[src/hdl/hubarb_pkg.sv]
package hubarb_pkg;

   // Address header layout: four local id bits, three hub id bits, one direction bit.
   localparam int          LOCAL_ID_W      = 4;
   localparam int          HUB_ID_W        = 3;
   localparam int          HDR_BITS        = 8;
   localparam logic [3:0]  HUB_LOCAL_ID    = 4'ha;
   localparam logic [2:0]  WILDCARD_HUB_ID = 3'h7;
   localparam logic [3:0]  LOCAL_ID_BAD_LO = 4'h0;
   localparam logic [3:0]  LOCAL_ID_BAD_HI = 4'hf;
   localparam logic [2:0]  HUB_ID_RESET    = 3'h0;

   // Bus idle time before a request may be raised.
   localparam int          CLK_MHZ        = 200;
   localparam int          AVAIL_US       = 1;
   localparam int          AVAIL_CYC      = AVAIL_US * CLK_MHZ;
   localparam int          BITCNT_W       = 4;

   // Cycles after a host clock fall before the echo compare is trusted.
   localparam int          ECHO_SETTLE    = 3;

   // Open-drain pin: input level, drive-low enable.
   typedef struct packed {
      logic sda_in;
      logic scl_in;
   } hubarb_pins_in_t;

   typedef struct packed {
      logic sda_oe;
      logic sda_out;
   } hubarb_pin_out_t;

endpackage : hubarb_pkg

[src/hdl/hubarb_sync.sv]
`timescale 1ns/1ps

// Two-flop synchroniser for a level arriving from outside the clock domain.
module hubarb_sync
   import hubarb_pkg::*;
#(
   parameter int W = 2
)
(
   input  wire logic         clk,
   input  wire logic         rst_b,
   input  wire logic [W-1:0] d,
   output logic      [W-1:0] q
);

   logic [W-1:0] meta_ff;
   logic [W-1:0] q_ff;

   // The first stage is read by the second stage only.
   always_ff @(posedge clk or negedge rst_b)
   begin
      if (!rst_b)
      begin
         meta_ff <= '1;
         q_ff    <= '1;
      end
      else
      begin
         meta_ff <= d;
         q_ff    <= meta_ff;
      end
   end

   assign q = q_ff;

endmodule : hubarb_sync

[src/hdl/hubarb_arbiter.sv]
`timescale 1ns/1ps

// How it works
// - Hub sends local id 1010, lower hub id wins.
// - Hub losing to another hub releases, retries later.
// - Local ids 0001..1110 valid, 1010 is hub.
// - Relay winning local id bits to host.
// - Replace wildcard bits with own hub id.
// - Echo match as 1, mismatch as 0 locally.
// - Local below 1010 beats hub, above loses.
// - Lowest local id wins across all hubs.
// - Equal local ids resolved by lower hub id.
// - Arbitrate after bus idle for availability time.
module hubarb_arbiter
   import hubarb_pkg::*;
#(
   parameter int AVAIL_CYCLES = AVAIL_CYC
)
(
   input  wire logic                  clk,
   input  wire logic                  rst_b,
   input  wire logic [HUB_ID_W-1:0]   hub_id_code,
   input  wire logic                  hub_req,
   input  wire hubarb_pins_in_t       host_pins,
   input  wire hubarb_pins_in_t       local_pins,
   output hubarb_pin_out_t            host_sda,
   output hubarb_pin_out_t            local_sda,
   output logic                       arb_active,
   output logic                       hub_won,
   output logic                       hub_lost,
   output logic [LOCAL_ID_W-1:0]      win_local_id_code
);

   // Header phases: local id bits, hub id bits, then the direction bit.
   typedef enum logic [3:0] {
      HUBARB_IDLE  = 4'h1,
      HUBARB_LOCAL = 4'h2,
      HUBARB_HUBID = 4'h4,
      HUBARB_DIR   = 4'h8
   } hubarb_state_t;

   localparam int IDLE_W = $clog2(AVAIL_CYCLES + 1);

   hubarb_state_t           state_ff;
   hubarb_state_t           nxt_state;
   logic [1:0]              hsync;
   logic [1:0]              lsync;
   logic                    h_sda;
   logic                    h_scl;
   logic                    l_sda;
   logic                    hscl_d_ff;
   logic [IDLE_W-1:0]       idle_ff;
   logic [BITCNT_W-1:0]     bit_ff;
   logic [BITCNT_W-1:0]     settle_ff;
   logic                    hub_drv_ff;
   logic                    hub_bit_ff;
   logic                    echo_ff;
   logic                    relay_ff;
   logic [LOCAL_ID_W-1:0]   loc_id_ff;
   logic                    won_ff;
   logic                    lost_ff;

   // Both buses are asynchronous to clk, so every pin passes two flops first.
   hubarb_sync #(
      .W(2)
   ) u_hsync (
      .clk  (clk),
      .rst_b(rst_b),
      .d    ({host_pins.sda_in, host_pins.scl_in}),
      .q    (hsync)
   );

   // The local clock is not needed: the local bus follows the host clock.
   hubarb_sync #(
      .W(2)
   ) u_lsync (
      .clk  (clk),
      .rst_b(rst_b),
      .d    ({local_pins.sda_in, local_pins.scl_in}),
      .q    (lsync)
   );

   assign h_sda = hsync[1];
   assign h_scl = hsync[0];
   assign l_sda = lsync[1];

   // Edge and idle decode on the synchronised host clock.
   wire scl_rise   = h_scl & ~hscl_d_ff;
   wire scl_fall   = ~h_scl & hscl_d_ff;
   wire in_local   = (state_ff == HUBARB_LOCAL);
   wire in_hub_id  = (state_ff == HUBARB_HUBID);
   wire bus_idle   = (idle_ff == IDLE_W'(AVAIL_CYCLES));
   wire start_req  = bus_idle & ~h_sda;
   wire last_bit   = (bit_ff == BITCNT_W'(HDR_BITS - 1));
   wire dir_slot   = (bit_ff >= BITCNT_W'(HDR_BITS - 1));
   wire local_slot = (bit_ff < BITCNT_W'(LOCAL_ID_W));

   // Bit the hub puts on the host line for the slot that follows this fall.
   // The direction slot is always released, so it reads back as a one.
   wire hub_id_bit = dir_slot   ? 1'b1 :
                     local_slot ? HUB_LOCAL_ID[LOCAL_ID_W - 1 - bit_ff] :
                                  hub_id_code[HDR_BITS - 2 - bit_ff];

   // What the relayed local requester is contending with in this slot:
   // its own line during the local id, the substituted hub id afterwards.
   wire relay_bit  = in_hub_id ? hub_bit_ff : l_sda;
   wire relay_lose = relay_ff & relay_bit & ~h_sda & (in_local | in_hub_id);
   wire hub_lose   = hub_drv_ff & hub_bit_ff & ~h_sda & ~last_bit;

   // The hub drives only zeros; a one is released and read back.
   // During the hub id slots it also speaks for a local requester still in
   // contention, since the wildcard bits never reach the host.
   wire hub_pull   = (hub_drv_ff | (in_hub_id & relay_ff)) & ~hub_bit_ff;
   wire relay_pull = in_local & relay_ff & ~l_sda;

   // Phase sequencing counts host clock rises.
   always_comb
   begin
      nxt_state = state_ff;
      case (state_ff)
         HUBARB_IDLE:  if (start_req) nxt_state = HUBARB_LOCAL;
         HUBARB_LOCAL: if (scl_rise && bit_ff == BITCNT_W'(LOCAL_ID_W - 1)) nxt_state = HUBARB_HUBID;
         HUBARB_HUBID: if (scl_rise && bit_ff == BITCNT_W'(HDR_BITS - 2)) nxt_state = HUBARB_DIR;
         HUBARB_DIR:   if (scl_rise) nxt_state = HUBARB_IDLE;
         default:      nxt_state = HUBARB_IDLE;
      endcase
   end

   // Idle timer: any host clock edge restarts the availability interval.
   always_ff @(posedge clk or negedge rst_b)
   begin
      if (!rst_b)
         idle_ff <= '0;
      else if (scl_rise || scl_fall || state_ff != HUBARB_IDLE)
         idle_ff <= '0;
      else if (!bus_idle)
         idle_ff <= idle_ff + IDLE_W'(1);
   end

   always_ff @(posedge clk or negedge rst_b)
   begin
      if (!rst_b)
      begin
         state_ff  <= HUBARB_IDLE;
         hscl_d_ff <= 1'b1;
      end
      else
      begin
         state_ff  <= nxt_state;
         hscl_d_ff <= h_scl;
      end
   end

   // Bit counter and per-bit arbitration, sampled on host clock rise.
   // The result flags stand until the next frame opens, so that whoever
   // reads them after the header still finds the outcome.
   always_ff @(posedge clk or negedge rst_b)
   begin
      if (!rst_b)
      begin
         bit_ff     <= '0;
         hub_drv_ff <= 1'b0;
         hub_bit_ff <= 1'b1;
         relay_ff   <= 1'b0;
         loc_id_ff  <= '0;
         won_ff     <= 1'b0;
         lost_ff    <= 1'b0;
      end
      else if (state_ff == HUBARB_IDLE)
      begin
         bit_ff     <= '0;
         hub_drv_ff <= start_req & hub_req;
         hub_bit_ff <= HUB_LOCAL_ID[LOCAL_ID_W-1];
         relay_ff   <= start_req & ~l_sda;
         if (start_req)
         begin
            won_ff  <= 1'b0;
            lost_ff <= 1'b0;
         end
      end
      else if (scl_fall)
         hub_bit_ff <= hub_id_bit;
      else if (scl_rise)
      begin
         bit_ff <= bit_ff + BITCNT_W'(1);
         if (in_local)
            loc_id_ff <= {loc_id_ff[LOCAL_ID_W-2:0], h_sda};
         // Hub drove 1 but sees 0: it lost and releases the line.
         if (hub_lose)
         begin
            hub_drv_ff <= 1'b0;
            lost_ff    <= 1'b1;
         end
         // A relayed requester that lost is no longer spoken for.
         if (relay_lose)
            relay_ff <= 1'b0;
         if (last_bit)
            won_ff <= hub_drv_ff;
      end
   end

   // Echo of the hub id compare toward the local bus.
   // The local requester samples its line at the host clock rise, so the
   // verdict for a slot must be in place before that rise. It is taken a
   // few cycles after the fall, once the substituted bit has crossed the
   // synchroniser, and the line is released in between to avoid a glitch.
   always_ff @(posedge clk or negedge rst_b)
   begin
      if (!rst_b)
      begin
         settle_ff <= '0;
         echo_ff   <= 1'b1;
      end
      else if (!in_hub_id)
      begin
         settle_ff <= '0;
         echo_ff   <= 1'b1;
      end
      else if (scl_fall)
      begin
         settle_ff <= BITCNT_W'(ECHO_SETTLE);
         echo_ff   <= 1'b1;
      end
      else if (settle_ff != '0)
      begin
         settle_ff <= settle_ff - BITCNT_W'(1);
         if (settle_ff == BITCNT_W'(1))
            echo_ff <= (h_sda == hub_bit_ff);
      end
   end

   // Open-drain outputs: drive low only.
   assign host_sda.sda_out  = 1'b0;
   assign host_sda.sda_oe   = hub_pull | relay_pull;
   assign local_sda.sda_out = 1'b0;
   assign local_sda.sda_oe  = in_hub_id & ~echo_ff;

   // Status seen by the rest of the hub.
   assign arb_active        = (state_ff != HUBARB_IDLE);
   assign hub_won           = won_ff;
   assign hub_lost          = lost_ff;
   assign win_local_id_code = loc_id_ff;

endmodule : hubarb_arbiter

[config.mk]
export PLATFORM = sky130hd
export DESIGN_NAME = hubarb_arbiter
export DESIGN_NICKNAME = d
export VERILOG_FILES = /design/src/hdl/hubarb_pkg.sv /design/src/hdl/hubarb_sync.sv /design/src/hdl/hubarb_arbiter.sv
export SDC_FILE = /design/constraint.sdc
export NUM_CORES = 1
export LEC_CHECK = 0
export BUFFER_PORTS_ARGS = -buffer_cell sky130_fd_sc_hd__buf_2
export CAP_MARGIN = 5
export CORE_MARGIN = 3
export CORE_UTILIZATION = 55
export DETAILED_ROUTE_END_ITERATION = 10
export PLACE_DENSITY = 0.75
export SYNTH_ARGS = -nofsm -noshare
export SYNTH_HDL_FRONTEND = slang
export SYNTH_HIERARCHICAL = 1
export SYNTH_SLANG_ARGS = --single-unit
[constraint.sdc]
create_clock -name clk -period 2.26 [get_ports clk]
set_clock_uncertainty 0.05 [all_clocks]
set_input_delay 0.452 -clock clk [delete_from_list [all_inputs] [get_ports clk]]
set_output_delay 0.452 -clock clk [all_outputs]
set_load 0.02 [all_outputs]
# --- After elaboration in Yosys (flattened, before gate mapping) ---
# Cells that the tools add are included.
word_totals:
  register_bits: 39
  in_bits: 10
  output_inout_bits: 11
op_classes:
  add_sub_neg: 5
  magnitude_cmp: 4
  eq_ne: 19
  muxes: 43
  bitwise_logic: 28
  reduce_logical: 18
ops:
  columns: ["operator", "n"]
  rows:
  - ["32-bit by 3-bit < comparator with 1-bit output, second input constant", 2]
  - ["4-bit 2-to-1 mux", 10]
  - ["1-bit 2-to-1 mux", 28]
  - ["1-bit bitwise AND", 16]
  - ["8-bit 2-to-1 mux", 2]
  - ["4-bit one-hot mux with 4 select lines", 1]
  - ["4-bit AND reduction", 4]
  - ["4-bit by 3-bit == test with 1-bit output, second input constant", 3]
  - ["2-bit nonzero test", 5]
  - ["1-bit inverter", 9]
  - ["8-bit by 1-bit adder with 8-bit output, second input constant", 1]
  - ["4-bit by 1-bit == test with 1-bit output, second input constant", 2]
  - ["4-bit by 2-bit == test with 1-bit output, second input constant", 2]
  - ["8-bit == test, second input constant", 1]
  - ["2-bit by 1-bit inequality test with 1-bit output, second input constant", 4]
  - ["3-bit by 2-bit inequality test with 1-bit output, second input constant", 2]
  - ["3-bit AND reduction", 2]
  - ["2-bit by 4-bit subtractor with 5-bit output, first input constant", 1]
  - ["3-bit by 4-bit subtractor with 5-bit output, first input constant", 1]
  - ["4-bit by 1-bit adder with 4-bit output, second input constant", 1]
  - ["1-bit binary-select mux with 2-bit select", 2]
  - ["4-bit == test, second input constant", 1]
  - ["4-bit by 3-bit >= comparator with 1-bit output, second input constant", 1]
  - ["4-bit by 3-bit < comparator with 1-bit output, second input constant", 1]
  - ["other kinds (9)", 15]

# --- Logic depth before layout (Yosys ltp) ---
# Gate-level depths: netlist of the first run.
depth:
  ltp_word: 9
  mapped_depth: 7
  mapped_depth_nobuf: 5

# --- Modules after synthesis ---
# Netlist of the first run, hierarchy kept.
modules_own_cells:
  columns: ["mod", "instances", "cells_per_inst", "area_each_um2", "seq_area_each_um2"]
  rows:
  - ["hubarb_arbiter", 1, 173, 1750.4, 780.7]
  - ["hubarb_sync", 2, 4, 105.1, 105.1]

# --- Worst setup path after synthesis of the first run ---
# OpenSTA, ideal clock, no wires.
synth_timing:
  path_type: "flip-flop to flip-flop"
  from: "reg state_ff[0]"
  to: "reg lost_ff, in the netlist hub_lost"
  setup_time_ns: 0.122
  arrival_ns: 1.842
  required_time_ns: 2.088
  slack_ns: 0.246
  stages_incl_launch_ff: 5
  path_buffers: 0
  synth_period_minus_slack_ns: 2.014
  cell_sequence: "dfstp_2 -> nor4b_4 -> inv_4 -> or4_4 -> a32o_1"
synth_via:
  elab_chain_cells: 3
  word_cells_on_any_way: 7
  cone_classes: "eq/ne (3); mux (1); reduce/logical (3)"
synth_lines:
  columns: ["element", "line_no", "text"]
  rows:
  - ["start: declaration", "hubarb_arbiter.sv:44", "hubarb_state_t state_ff;"]
  - ["start signal: assignment", "hubarb_arbiter.sv:149", "state_ff <= nxt_state;"]
  - ["4-bit by 1-bit == test with 1-bit output (*)", "hubarb_arbiter.sv:169", "else if (state_ff == HUBARB_IDLE)"]
  - ["2-bit by 1-bit inequality test with 1-bit output (no line) (tied with other cells)", null, null]
  - ["4-bit AND reduction (no line)", null, null]
  - ["end signal: assignment", "hubarb_arbiter.sv:167", "lost_ff <= 1'b0;"]
  - ["end signal: assignment", "hubarb_arbiter.sv:178", "lost_ff <= 1'b0;"]
  - ["end signal: assignment", "hubarb_arbiter.sv:192", "lost_ff <= 1'b1;"]
  - ["end: declaration", "hubarb_arbiter.sv:61", "logic lost_ff;"]
# Mark *: on every way between the ends. The rest lies on a longest branch, timed or not.
# A chain may end at the register's enable or synchronous reset.

==> impl_metrics.csv, run 1 <==
group,metric,value,unit
status,status,"finished, final reports clean",
cts,hold_buffers,0,
setup_path,slowest_delay,0.58,ns
cells_and_area,final_core_util,68.3,%
cells_and_area,nets,224,
setup_path,cp_max_fo,6,
cts,clock-sinks,37,
route,wirelength,3.82,mm
sta,finalCritPeriodShare,96.7,%
setup_path,crit_buf_inv,1,
global_route,grt_overflow,0,
global_route,grt_usage,20.2,%
global_route,grt_pass1_vias,1461,
cts,cts_tree,"yes",
sta,tightest_slew,0.813,ns
setup_path,critPathCaptureType,"primary output",
min_path,min_path_type,"input pin to asynchronous set/reset pin",
die,core,0.00318,mm²
cells_and_area,drive_above_1_share,28.8,%
setup_path,path_cells,"or4b_4 -> o22ai_2 -> buf_4",
power_and_ir_drop,power_density,586,mW/mm²
die,io_pins,21,
setup_path,crit_type,"register to primary output",
placement,portBuffers,17,
route,via_per_inst,5.80,
route,dr.pass1.iters,4,
synthesis,synthCells,179,
route,first_iter_violations,81,
setup_path,crit_family,"simple AND/OR/NAND/NOR gates",
global_route,antenna_found_initial,0,
setup_path,cp-start-kind,"register",
cells_and_area,n_antenna_cell,0,
run,max-cap-violations,0,
setup_path,r2r_slack,0.26,ns
global_route,grt_pass1_wl,6.60,mm
die,fp.dieH,64.9,µm
die,die_w,64.9,µm
sta,hold_viol_final,0,
synthesis,ys_warn_count,6,
setup_path,cpMaxStageDelayCell,"or4b_4",
sta,relSlewSlack,45.8,%
placement,hpwlAfterDp,2.77,mm
power_and_ir_drop,p_leak,0.976,nW
cells_and_area,area_growth,13.8,%
cts,h-tree-depth,2,
die,fp.dieArea,0.00421,mm²
setup_path,arrival,1.68,ns
route,wl_per_cell,15.3,µm
die,start_util,60.0,%
die,rows,20,
cts,clockBufferDepth,2,
route,num_vias,1444,
sta,tns,0,ns
cells_and_area,num-fill-cells,259,
sta,setup_viol,0,
sta,period_minus_slack,2.19,ns
global_route,grt_max_degree,38,
synthesis,avgSynthCellArea,10.7,µm²
cts,cts_buffers,5,
setup_path,reg2regPathDepth,5,
cts,cts_root_buffer,"clkbuf_4",
placement,place.gp.congestion,0.903,
sta,rsz0062_at_grt,"no",
setup_path,reg2reg_from,"idle_ff[0]$_DFFE_PN0P_",
sta,drv_slew,0,
route,ant_nets,0,
sta,fmax,0.458,GHz
route,drc_errors,0,
synthesis,synth_area,0.00191,mm²
power_and_ir_drop,ir_drop,0.385,mV
setup_path,r2r-end,"hub_lost$_DFFE_PN0P_",
cts,clkTransAtPathRegs,0.12,ns
setup_path,critical_path_required,1.76,ns
cts,clock_latency,0.34,ns
-- state kept, by name (all words and copies together) (netlist names) --
signal / count
u_lsync/q: 1
win_local_id_code: 4
hscl_d_ff: 1
hub_lost: 1
u_hsync/meta_ff: 2
hub_drv_ff: 1
u_hsync/q: 2
idle_ff: 8
hub_bit_ff: 1
state_ff: 4
echo_ff: 1
u_lsync/meta_ff: 1
relay_ff: 1
hub_won: 1
bit_ff: 4
settle_ff: 4
-- metrics by stage --
stage | cell area (µm²) | setup slack [ns] | total power, mW | instances | hold slack, ns
final | 2170 | 0.0746 | 1.27 | 249 | 0.145
after global routing | 2170 | 0.0119 | 1.35 | 249 | 0.112
after CTS | 2150 | 0.00642 | 1.29 | 248 | 0.135
after detailed placement | 2050 | 0.264 | 0.803 | 240 | 0.298
after global placement | 2050 | 0.307 | 0.795 | 240 | 0.296
after floorplan | 1910 | 0.246 | 0.765 | 180 | 0.106
-- worst register-to-register path, stage by stage, from the launching register on --
cell     delay [ns]
dfrtp_1        0.44
inv_1          0.10
ha_1           0.16
or3b_2         0.51
or4_4          0.44
a32o_1         0.21
-- cell type report --
cell class	instances	area (µm²)	share of cell area, %
flip-flops and latches	37	942	43.4
multi-input cells	128	923	42.5
repair buffers	21	118	5.42
well taps	44	55.1	2.54
clock buffers	6	51.3	2.36
inverters	11	43.8	2.02
clock inverters	2	37.5	1.73
-- worst max-delay path by stage --
| stage | startpoint | to | slack (ns) | cells after the start |
|---|---|---|---|---|
| after floorplan | state_ff[0]$_DFFE_PN1P_ | hub_lost$_DFFE_PN0P_ | 0.25 | 4 |
| after global placement | idle_ff[0]$_DFFE_PN0P_ | hub_lost$_DFFE_PN0P_ | 0.31 | 5 |
| after detailed placement | idle_ff[0]$_DFFE_PN0P_ | hub_lost$_DFFE_PN0P_ | 0.26 | 5 |
| after CTS | state_ff[3]$_DFFE_PN0P_ | host_sda[1] | 0.006 | 3 |
| after global routing | state_ff[1]$_DFFE_PN0P_ | host_sda[1] | 0.01 | 5 |
| final | state_ff[3]$_DFFE_PN0P_ | host_sda[1] | 0.07 | 3 |
-- what timing repair did --
item,4_1_cts,5_1_grt
buffers inserted,0,1
endpoints found under the hold margin,0,0
resized for setup,3,4
setup endpoints to repair,1,1
-- cell usage in the layout, fill, tap and decap left out, drive strengths merged, types with 3 or more instances in the layout --
cell,n
a21oi,12
xor2,4
nand2b,5
o22ai,5
dfrtp,27
nor3b,5
nand2,10
nor2,9
inv,11
buf,21
or2,3
o21ai,7
nor2b,4
nand3,5
or3,3
dfstp,10
ha,10
nor3,7
mux2,5
clkbuf,6
-- where the power goes --
group	leakage [nW]	internal (mW)	switching (mW)
Combinational	0.457	0.0334	0.0567
Sequential	0.475	0.682	0.0172
Clock	0.0445	0.263	0.220
-- routing by layer --
metal | part of all wire (%) | vias to the layer above | global-route usage, %
met1 | 43 | 707 | 24.2
li1 | - | 696 | -
met2 | 51 | 36 | 35.4
met5 | 0 | - | 0
met3 | 4.6 | 5 | 3.81
met4 | 1.2 | 0 | 8.18
Note: power is estimated with default switching activity, not from simulation.
==> run 2, diff against run 1 <==
--- a/config.mk
+++ b/config.mk
@@ -8,9 +8,8 @@
 export BUFFER_PORTS_ARGS = -buffer_cell sky130_fd_sc_hd__buf_2
 export CAP_MARGIN = 5
 export CORE_MARGIN = 3
-export CORE_UTILIZATION = 55
+export CORE_UTILIZATION = 35
 export DETAILED_ROUTE_END_ITERATION = 10
-export PLACE_DENSITY = 0.75
 export SYNTH_ARGS = -nofsm -noshare
 export SYNTH_HDL_FRONTEND = slang
 export SYNTH_HIERARCHICAL = 1
==> impl_metrics.csv, run 2 (synthesis gave the netlist of run 1 again) <==
group,metric,value,unit
status,status,"finished, final reports clean",
placement,pre_cts_ws,0.268,ns
route,drc_errors,0,
setup_path,reg2regPathDepth,5,
placement,portBuffers,17,
die,fp.dieH,79.8,µm
global_route,grt_pass1_wl,6.22,mm
sta,rsz0062_at_grt,"no",
setup_path,cp-start-kind,"register",
sta,fmax,0.453,GHz
cts,h-tree-depth,2,
route,num_vias,1368,
route,ant_nets,0,
cells_and_area,layout_common_cells,"27 x dfrtp_1, 17 x buf_2, 12 x a21oi_1",
die,die_w,79.8,µm
setup_path,critical_path_required,1.76,ns
global_route,grt_max_degree,38,
cts,clkTransAtPathRegs,0.07,ns
cts,cts_root_buffer,"clkbuf_8",
route,wl_per_cell,13.1,µm
cts,cts_buffers,5,
cts,clock-sinks,37,
die,start_util,36.7,%
cells_and_area,regMostFlops,"idle_ff",
sta,setup_slack,0.0516,ns
cells_and_area,multiInputGateArea,917,µm²
route,first_iter_violations,38,
cells_and_area,final_common_cell,"dfrtp_1",
cells_and_area,num-fill-cells,535,
power_and_ir_drop,p_leak,0.994,nW
cts,post_cts_buffers,0,
setup_path,arrival,1.71,ns
route,dr.pass1.iters,4,
power_and_ir_drop,ir_drop,0.504,mV
route,wirelength,3.58,mm
global_route,antenna_found_initial,0,
die,rows,26,
sta,tightest_slew,0.800,ns
sta,hold_viol_final,0,
sta,setup_viol,0,
cells_and_area,regArea,938,µm²
cts,cts_tree,"yes",
min_path,min_path_type,"input pin to asynchronous set/reset pin",
global_route,grt_usage,12.4,%
route,via_per_inst,5.01,
power_and_ir_drop,power_density,653,mW/mm²
sta,tns,0,ns
cells_and_area,nets,222,
sta,finalCritPeriodShare,97.7,%
setup_path,critPathCaptureType,"primary output",
die,fp.dieArea,0.00637,mm²
cells_and_area,area_growth,16.4,%
sta,drv_slew,0,
setup_path,crit_type,"register to primary output",
die,io_pins,21,
setup_path,cp_max_fo,6,
cts,clockBufferDepth,2,
cts,clock_latency,0.29,ns
sta,relSlewSlack,46.7,%
cells_and_area,largest_reg_flops,8,
global_route,grt_pass1_vias,1348,
global_route,grt_overflow,0,
sta,period_minus_slack,2.21,ns
placement,place.gp.congestion,0.800,
run,max-cap-violations,0,
die,core,0.00520,mm²
placement,hpwlAfterDp,2.54,mm
cells_and_area,n_antenna_cell,0,
cells_and_area,drive_above_1_share,26.1,%
## run 2: changes by cell type in the layout (fill, tap and decap cells not counted), sizes merged
cell / before / now
clkinv: 0 / 1
clkinvlp: 1 / 0
buf: 21 / 19
clkbuf: 6 / 5
bufinv: 1 / 2
## run 2: final timing paths
| path | slack (ns) | startpoint | to |
|---|---|---|---|
| setup / recovery | 0.05 | state_ff[3]$_DFFE_PN0P_ | host_sda[1] |
| setup reg to reg | 0.25 | idle_ff[0]$_DFFE_PN0P_ | hub_lost$_DFFE_PN0P_ |
| min in group clk | 0.21 | host_pins[1] | u_hsync/meta_ff[1]$_DFF_PN1_ |
| hold / removal | 0.20 | rst_b | idle_ff[7]$_DFFE_PN0P_ |
| max in group asynchronous | 1.46 | rst_b | bit_ff[0]$_DFFE_PN0P_ |
| hold reg to reg | 0.31 | u_lsync/meta_ff[1]$_DFF_PN1_ | u_lsync/q[1]$_DFF_PN1_ |
## run 2: layout make-up
type	instances	area share, %
Multi-Input combinational cell	128	41.3
Timing Repair Buffer	19	4.51
Clock buffer	5	3.10
Clock inverter	3	2.93
Inverter	11	1.97
Tap cell	70	3.94
Sequential cell	37	42.3
## run 2: worst max-delay path, cell delays in order (launching register included)
cell and delay (ns):
dfrtp_1 0.47, or4b_4 0.59, o22ai_1 0.17, buf_2 0.20
## run 2: layer usage
metal | GRT usage, % | part of all wire, % | vias to the layer above
li1 | - | - | 690
met1 | 16.7 | 51 | 651
met5 | 0 | 0 | -
met2 | 18.9 | 44 | 23
met3 | 3.39 | 3.9 | 4
met4 | 4.56 | 1.3 | 0
## run 2: repair_timing
item	CTS	global route
resized for setup	1	1
hold buffers	0	0
endpoints found under the setup margin	1	1
## run 2: where the power goes
part / switching [mW] / internal (mW) / leakage [nW]
sequential: 0.0161 / 0.682 / 0.480
clock: 0.228 / 0.438 / 0.0681
combinational: 0.0538 / 0.0323 / 0.446
total: 0.298 / 1.15 / 0.994
## run 2: per-stage QoR
stage	util (%)	instances	power (mW)	hold slack, ns	instance area [µm²]
final	42.7	273	1.45	0.197	2220
after global routing	42.7	273	1.52	0.190	2220
after CTS	42.5	273	1.47	0.197	2210
after detailed placement	39.9	265	0.798	0.298	2080
after global placement	39.9	265	0.798	0.297	2080
after floorplan	-	180	0.765	0.106	1910
